$ cat config.mk
export PLATFORM = sky130hd
export DESIGN_NAME = fieldbus_master_state_control
export DESIGN_NICKNAME = d
export VERILOG_FILES = /design/src/core/fbm_pkg.sv /design/src/core/fieldbus_master_state_control.sv /design/src/core/fbm_sync2.sv
export SDC_FILE = /design/constraint.sdc
export NUM_CORES = 1
export LEC_CHECK = 0
export ABC_AREA = 1
export BUFFER_PORTS_ARGS = -buffer_cell sky130_fd_sc_hd__buf_2
export CAP_MARGIN = 30
export CORE_MARGIN = 3
export CORE_UTILIZATION = 55
export CTS_BUF_LIST = sky130_fd_sc_hd__clkbuf_8 sky130_fd_sc_hd__clkbuf_16
export DETAILED_ROUTE_END_ITERATION = 12
export PLACE_DENSITY = 0.75
export SLEW_MARGIN = 15
export SYNTH_ARGS = -nofsm -noshare
export SYNTH_HDL_FRONTEND = slang
export SYNTH_SLANG_ARGS = --single-unit
$ cat constraint.sdc
create_clock -name core_clk -period 4.7 [get_ports core_clk]
set_input_delay 0.705 -clock core_clk [delete_from_list [all_inputs] [get_ports core_clk]]
set_output_delay 0.705 -clock core_clk [all_outputs]
set_load 0.005 [all_outputs]
$ cat src/core/fbm_pkg.sv
/*
 * Constants and types for the fieldbus master control state block.
 * Assumes a single 100 MHz core clock.
 */
package fbm_pkg;

    // Control state encoding: 0 Init .. 3 Operational
    typedef enum logic [1:0] {
        ST_INIT,
        ST_PREOP,
        ST_SAFEOP,
        ST_OP
    } ctrl_state_t;

    localparam logic [1:0] STATE_RESET = 2'h0;

    // Self-diagnosis sequencing
    typedef enum logic [1:0] {
        DG_IDLE,
        DG_RUN,
        DG_DONE
    } diag_state_t;

    // Flash period of the RUN indicator
    localparam int FLASH_HALF_MS = 1;
    localparam int CLK_MHZ = 100;
    localparam int FLASH_HALF_CYC = FLASH_HALF_MS * CLK_MHZ * 1000;
    localparam int FLASH_CNT_W = 24;

    // Self-diagnosis settle time before results are taken
    localparam int DIAG_NS = 100;
    localparam int CLK_NS = 10;
    localparam int DIAG_CYC = (DIAG_NS + CLK_NS - 1) / CLK_NS;
    localparam int DIAG_CNT_W = 8;

endpackage

$ cat src/core/fieldbus_master_state_control.sv
/*
 * Communication control state machine of a fieldbus master port:
 * power-on self-diagnosis, four-state traffic gating, RUN indicator.
 * Assumes the diagnosis result pins and link events come from other
 * clock domains and are synchronised here.
 */
`timescale 1ns/100ps

// Summary of operation
// Self-diagnose config and port before communicating
// Config check failure sets config error flag
// Port check reports address and controller faults
// Exactly four control states gate all traffic
// Advance Init, PreOp, SafeOp, Op in order
// Errors move state down without software command
// Init blocks all traffic, RUN off
// PreOp mailbox only, RUN flashes, then SafeOp
// SafeOp mailbox and inputs, RUN flashes
// Op allows all traffic, RUN steady on
// RUN indicator always reflects current state
// Program gates data on per-slave status bits
// Two-bit state register, reset forces Init
module fieldbus_master_state_control
    import fbm_pkg::*;
(
    input wire logic core_clk, // 100 MHz clock
    input wire logic rst_n, // Async reset, active low
    input wire logic clk_en, // Freezes all state when low
    input wire logic config_present, // Network configuration stored
    input wire logic config_valid, // Stored configuration checks good
    input wire logic hw_address_ok, // Port hardware address valid
    input wire logic comm_controller_ok, // Port controller responding
    input wire logic setup_done, // Initial network setup finished
    input wire logic slaves_safeop, // Slaves reached safe-operational
    input wire logic link_error, // Communication error seen
    output logic net_config_error_flag, // Config check failed
    output logic hw_address_error_flag, // Address fault found
    output logic comm_controller_error_flag, // Controller fault found
    output logic diag_done, // Self-diagnosis finished
    output logic [1:0] ctrl_state, // 0 Init .. 3 Operational
    output logic mailbox_enable, // Mailbox transfers allowed
    output logic cyclic_in_enable, // Cyclic inputs allowed
    output logic cyclic_out_enable, // Cyclic outputs allowed
    output logic run_led // RUN indicator
);

    ////////////////////////////////////////////////////////////////////
    // Input synchronisers

    logic cfg_pres_s, cfg_ok_s, addr_ok_s, ctl_ok_s;
    logic setup_s, safeop_s, err_s;
    logic [6:0] raw_in, sync_in;

    assign raw_in = {config_present, config_valid, hw_address_ok,
                     comm_controller_ok, setup_done, slaves_safeop,
                     link_error};

    genvar gi;
    generate
        for (gi = 0; gi < 7; gi++) begin : g_sync
            fbm_sync2 u_sync (
                .core_clk(core_clk),
                .rst_n(rst_n),
                .clk_en(clk_en),
                .async_in(raw_in[gi]),
                .sync_out(sync_in[gi])
            );
        end
    endgenerate

    assign {cfg_pres_s, cfg_ok_s, addr_ok_s, ctl_ok_s,
            setup_s, safeop_s, err_s} = sync_in;

    ////////////////////////////////////////////////////////////////////
    // Power-on self-diagnosis

    diag_state_t diag_q;
    logic [DIAG_CNT_W-1:0] diag_cnt_q;
    logic diag_ok;

    always_ff @(posedge core_clk or negedge rst_n) begin
        if (!rst_n) begin
            diag_q <= DG_IDLE;
            diag_cnt_q <= '0;
        end else if (clk_en) begin
            case (diag_q)
                DG_IDLE: begin
                    diag_q <= DG_RUN;
                    diag_cnt_q <= '0;
                end
                DG_RUN: begin
                    if (diag_cnt_q == DIAG_CNT_W'(DIAG_CYC - 1)) begin
                        diag_q <= DG_DONE;
                    end else begin
                        diag_cnt_q <= diag_cnt_q + 1'b1;
                    end
                end
                DG_DONE: diag_q <= DG_DONE;
                default: diag_q <= DG_IDLE;
            endcase
        end
    end

    // Results latched once at the end of the diagnosis window
    always_ff @(posedge core_clk or negedge rst_n) begin
        if (!rst_n) begin
            net_config_error_flag <= 1'b0;
            hw_address_error_flag <= 1'b0;
            comm_controller_error_flag <= 1'b0;
        end else if (clk_en && diag_q == DG_RUN &&
                     diag_cnt_q == DIAG_CNT_W'(DIAG_CYC - 1)) begin
            net_config_error_flag <= cfg_pres_s && !cfg_ok_s;
            hw_address_error_flag <= !addr_ok_s;
            comm_controller_error_flag <= !ctl_ok_s;
        end
    end

    assign diag_done = (diag_q == DG_DONE);
    assign diag_ok = diag_done && !net_config_error_flag &&
                     !hw_address_error_flag && !comm_controller_error_flag;

    ////////////////////////////////////////////////////////////////////
    // Control state machine

    ctrl_state_t state_q, state_d;

    always_comb begin
        state_d = state_q;
        case (state_q)
            ST_INIT: begin
                if (diag_ok && cfg_pres_s && !err_s) begin
                    state_d = ST_PREOP;
                end
            end
            ST_PREOP: begin
                if (err_s || !cfg_pres_s) begin
                    state_d = ST_INIT;
                end else if (setup_s) begin
                    state_d = ST_SAFEOP;
                end
            end
            ST_SAFEOP: begin
                if (err_s || !cfg_pres_s) begin
                    state_d = ST_PREOP;
                end else if (safeop_s) begin
                    state_d = ST_OP;
                end
            end
            ST_OP: begin
                if (err_s || !cfg_pres_s) begin
                    state_d = ST_SAFEOP;
                end
            end
            default: state_d = ST_INIT;
        endcase
    end

    always_ff @(posedge core_clk or negedge rst_n) begin
        if (!rst_n) begin
            state_q <= ctrl_state_t'(STATE_RESET);
        end else if (clk_en) begin
            state_q <= state_d;
        end
    end

    assign ctrl_state = state_q;

    ////////////////////////////////////////////////////////////////////
    // Traffic gating, registered

    always_ff @(posedge core_clk or negedge rst_n) begin
        if (!rst_n) begin
            mailbox_enable <= 1'b0;
            cyclic_in_enable <= 1'b0;
            cyclic_out_enable <= 1'b0;
        end else if (clk_en) begin
            mailbox_enable <= (state_d != ST_INIT);
            cyclic_in_enable <= (state_d == ST_SAFEOP) ||
                                (state_d == ST_OP);
            cyclic_out_enable <= (state_d == ST_OP);
        end
    end

    ////////////////////////////////////////////////////////////////////
    // RUN indicator

    logic [FLASH_CNT_W-1:0] flash_cnt_q;
    logic flash_q;

    always_ff @(posedge core_clk or negedge rst_n) begin
        if (!rst_n) begin
            flash_cnt_q <= '0;
            flash_q <= 1'b0;
        end else if (clk_en) begin
            if (flash_cnt_q == FLASH_CNT_W'(FLASH_HALF_CYC - 1)) begin
                flash_cnt_q <= '0;
                flash_q <= !flash_q;
            end else begin
                flash_cnt_q <= flash_cnt_q + 1'b1;
            end
        end
    end

    always_ff @(posedge core_clk or negedge rst_n) begin
        if (!rst_n) begin
            run_led <= 1'b0;
        end else if (clk_en) begin
            case (state_d)
                ST_INIT: run_led <= 1'b0;
                ST_PREOP, ST_SAFEOP: run_led <= flash_q;
                ST_OP: run_led <= 1'b1;
                default: run_led <= 1'b0;
            endcase
        end
    end

    ////////////////////////////////////////////////////////////////////
    // Checks

    chk_init_blocks: assert property (@(posedge core_clk) disable iff (!rst_n)
        state_q == ST_INIT |-> !mailbox_enable && !cyclic_in_enable &&
        !cyclic_out_enable && !run_led)
        else $error("traffic or RUN active in init");

    chk_preop_gating: assert property (@(posedge core_clk) disable iff (!rst_n)
        state_q == ST_PREOP |-> mailbox_enable && !cyclic_in_enable &&
        !cyclic_out_enable)
        else $error("wrong gating in pre-operational");

    chk_safeop_gating: assert property (@(posedge core_clk) disable iff (!rst_n)
        state_q == ST_SAFEOP |-> mailbox_enable && cyclic_in_enable &&
        !cyclic_out_enable)
        else $error("wrong gating in safe-operational");

    chk_op_gating: assert property (@(posedge core_clk) disable iff (!rst_n)
        state_q == ST_OP |-> mailbox_enable && cyclic_out_enable &&
        cyclic_in_enable && run_led)
        else $error("wrong gating or RUN in operational");

    chk_order_up: assert property (@(posedge core_clk) disable iff (!rst_n)
        clk_en && state_d != state_q && state_d > state_q |->
        state_d == ctrl_state_t'(state_q + 2'h1))
        else $error("state skipped a step upward");

    chk_no_comm_early: assert property (@(posedge core_clk)
        disable iff (!rst_n)
        !diag_done |-> state_q == ST_INIT)
        else $error("left init before self-diagnosis");

    chk_error_drops: assert property (@(posedge core_clk)
        disable iff (!rst_n)
        clk_en && err_s && state_q != ST_INIT |=> $past(state_q) > state_q)
        else $error("error did not lower the state");

    chk_cfg_hold: assert property (@(posedge core_clk) disable iff (!rst_n)
        net_config_error_flag && diag_done |-> state_q == ST_INIT)
        else $error("left init with config error");

    chk_flags_steady: assert property (@(posedge core_clk) disable iff (!rst_n)
        diag_done && $past(diag_done) |-> $stable(hw_address_error_flag)
        && $stable(comm_controller_error_flag))
        else $error("port fault flags changed after diagnosis");

endmodule // fieldbus_master_state_control

$ cat src/core/fbm_sync2.sv
/*
 * Two-stage synchroniser for one asynchronous level.
 * Assumes the input may change at any time relative to core_clk.
 */
`timescale 1ns/100ps
module fbm_sync2 (
    input wire logic core_clk, // Clock
    input wire logic rst_n, // Async reset, active low
    input wire logic clk_en, // Clock enable
    input wire logic async_in, // Unsynchronised level
    output logic sync_out // Synchronised level
);
    logic meta_q;

    always_ff @(posedge core_clk or negedge rst_n) begin
        if (!rst_n) begin
            meta_q <= 1'b0;
            sync_out <= 1'b0;
        end else if (clk_en) begin
            meta_q <= async_in;
            sync_out <= meta_q;
        end
    end
endmodule // fbm_sync2

==> impl_metrics.yaml <==
synthesis:
  ys_ff_latch: 58
  yosys.area.top_type: "dfrtp_1"
  synth.distinct_cells: 29
  synth_top_area_share_pct: 44.6
  syn_avg_cell_area_um2: 7.49
  yosysSeqAreaShare_pct: 44.6
  ys_top_cells_by_count: "142 x nand2_1, 58 x dfrtp_1, 57 x inv_1"
  netlist_instances: 434
  synth_edf_count: 0
  synth_area_leaders: "dfrtp_1 45%, nand2_1 16%, inv_1 6.6%"
  syn_area_um2: 3250
  synth-async-reset-ratio_pct: 100
  yosysMostFrequentCell: "nand2_1"
  synth_flop_cell: "dfrtp_1"
  syn-num-nets: 455
  ys_warn_count: 0
sta:
  finalClockSkew_ns: 0.00841
  finalHoldViolCount: 0
  post-route-min-period_ns: 2.20
  drv_slew: 0
  slew_headroom_pct: 51.2
  max_freq_mhz: 454
  worst_pin_slew_ns: 0.732
  setup_viol: 0
  setup_slack_ns: 2.50
  post-route-period-util_pct: 46.8
  rsz0062_at_grt: "no"
  fin_tns_setup_ns: 0
placement:
  io_buffers: 19
  dpl.hpwl_um: 4530
  finalWeightedCongestion: 0.850
  place_area_um2: 3400
  dp_slack_ns: 2.18
die:
  dieArea_um2: 6870
  core_area_um2: 5610
  dieWidth_um: 82.9
  dieHeight_um: 82.9
  ios: 20
  start_util_pct: 58.0
  rows: 27
power_and_ir_drop:
  p_leak_nw: 1.91
  pwr-share-comb_pct: 20.7
  p_int_uw: 904
  finalPower_mw: 1.33
  ir_drop_v: 0.000305
  clkPwrFrac_pct: 33.3
  p_sw_uw: 427
  switching_share_pct: 32.1
  p_per_area_nw_per_um2: 371
  p_seq_share_pct: 46.0
clock_tree:
  root_buffer: "clkbuf_8"
  cts_max_level: 3
  cts_resized: 0
  clockBufferDepth: 2
  clk_pin_slew_ns: 0.06
  cts_setup_buffers: 0
  ctsHoldBuffers: 0
  insertion_delay_ns: 0.33
  clkSinkCount: 58
  cts_tree: "yes"
  cts_inserted_buffers: 9
grt:
  grt_max_degree: 59
  grt.total_usage_pct: 20.4
  grt_overflow: 0
  grt_pass1_wl_um: 11700
  grt_pass1_vias: 2617
  antenna_found_initial: 0
routing:
  drtPass1Iterations: 4
  routed_wl_um: 6580
  ant_nets: 0
  vias_per_cell: 5.09
  drc: 0
  drt_iter0_drc: 130
  wl_per_cell_um: 12.3
  vias: 2716
cells_and_area:
  fillers: 494
  area_growth_pct: 10.4
  antenna_cells: 0
  final_cell_area_um2: 3590
  final_layout_size_suffix_gt1_share_pct: 13.4
  layout.nets: 479
  utilization_pct: 64.0
setup_path:
  path_class: "in2reg"
  start_kind: "input pin"
  worst_ep_required_time_ns: 4.92
  crit_path_max_fanout: 38
  cp.arrival_ns: 2.42
  worstRegToRegCells: 11
  endpoint_kind: "flop"
worst_hold_path:
  min_path_cells: 1
  hold_class: "reg2reg"
run_status:
  status: "finished, final reports clean"
run:
  cap_violations: 0
critical path, stage by stage:
cell,delay (ns)
buf_2,0.52
inv_2,0.38
nor2_1,0.31
nand2_2,0.12
nor2_4,0.16
nand3_1,0.08
o21ai_0,0.08
inv_1,0.06
through the flow:
stage	hold WS [ns]	std cells
5_1_grt	0.495	534
6_report	0.468	534
2_1_floorplan	0.409	434
3_3_place_gp	0.447	519
3_5_place_dp	0.460	519
4_1_cts	0.475	534
kinds of logic after synthesis:
| group | count (synthesis) | synth area share (%) |
|---|---|---|
| adder cells (fa/ha/maj) | 11 | 4.23 |
| flip-flops | 58 | 44.6 |
| XOR/XNOR | 7 | 1.89 |
| buffers and inverters | 66 | 8.04 |
| AO/OA/AOI/OAI | 30 | 5.12 |
| AND/OR/NAND/NOR | 262 | 36.1 |
metal layers:
metal,part of all wire [%],up-vias,global-route usage (%)
met5,0,-,0
met4,1.7,0,8.92
met3,3.0,11,3.17
met2,47,45,32.8
met1,48,1265,27.5
li1,-,1395,-
sequential cells by signal, summed over array words and instances (netlist names):
signal,flops
g_sync.u_sync.sync_out,7
flash_cnt_q,24
comm_controller_error_flag,1
diag_q,2
flash_q,1
hw_address_error_flag,1
cyclic_in_enable,1
net_config_error_flag,1
ctrl_state,2
mailbox_enable,1
g_sync.u_sync.meta_q,7
cyclic_out_enable,1
run_led,1
diag_cnt_q,8
cells in the final DEF, fill, tap and decap left out, types with 2 or more instances in the layout:
| master | count |
|---|---|
| nor2_2 | 9 |
| clkbuf_8 | 10 |
| dfrtp_1 | 58 |
| xor2_1 | 4 |
| ha_1 | 11 |
| a21oi_1 | 6 |
| nor2_1 | 47 |
| nand3_1 | 34 |
| nand2_2 | 4 |
| xnor2_1 | 3 |
| nand2_4 | 2 |
| inv_2 | 2 |
| o22ai_1 | 2 |
| inv_1 | 59 |
| o21ai_0 | 19 |
| nand3_2 | 5 |
| buf_2 | 19 |
| nand4_1 | 7 |
| nor2_4 | 5 |
| nor3_1 | 4 |
| clkinv_2 | 2 |
| nand2_1 | 142 |
worst paths after layout:
check,slack (ns),from,end
setup / recovery,2.50,clk_en,flash_cnt_q[14]$_DFFE_PN0P_
hold / removal,0.47,g_sync[4].u_sync.sync_out$_DFFE_PN0P_,hw_address_error_flag$_DFFE_PN0P_
setup reg to reg,2.54,diag_q[0]$_DFFE_PN0P_,run_led$_DFFE_PN0P_
hold reg to reg,0.47,g_sync[4].u_sync.sync_out$_DFFE_PN0P_,hw_address_error_flag$_DFFE_PN0P_
max in group asynchronous,3.69,rst_n,run_led$_DFFE_PN0P_
min in group asynchronous,0.51,rst_n,diag_cnt_q[6]$_DFFE_PN0P_
power groups by stage:
stage | sequential, mW | combinational (mW) | clock, mW
after floorplan | 0.610 | 0.201 | 0
after global routing | 0.622 | 0.320 | 0.468
after CTS | 0.612 | 0.278 | 0.447
after detailed placement | 0.621 | 0.275 | 0
final | 0.612 | 0.275 | 0.443
after global placement | 0.618 | 0.262 | 0
area by class of cell:
cell class                 count  area [um2]  area share [%]
tap                           72        90.1            2.51
timing repair buffer          20         103            2.86
inverter                      59         221            6.17
multi-input combinational    310        1540            42.9
clock inverter                 5        47.5            1.32
clock buffer                  10         138            3.83
sequential                    58        1450            40.4
Power figures use the tool's default switching activity.
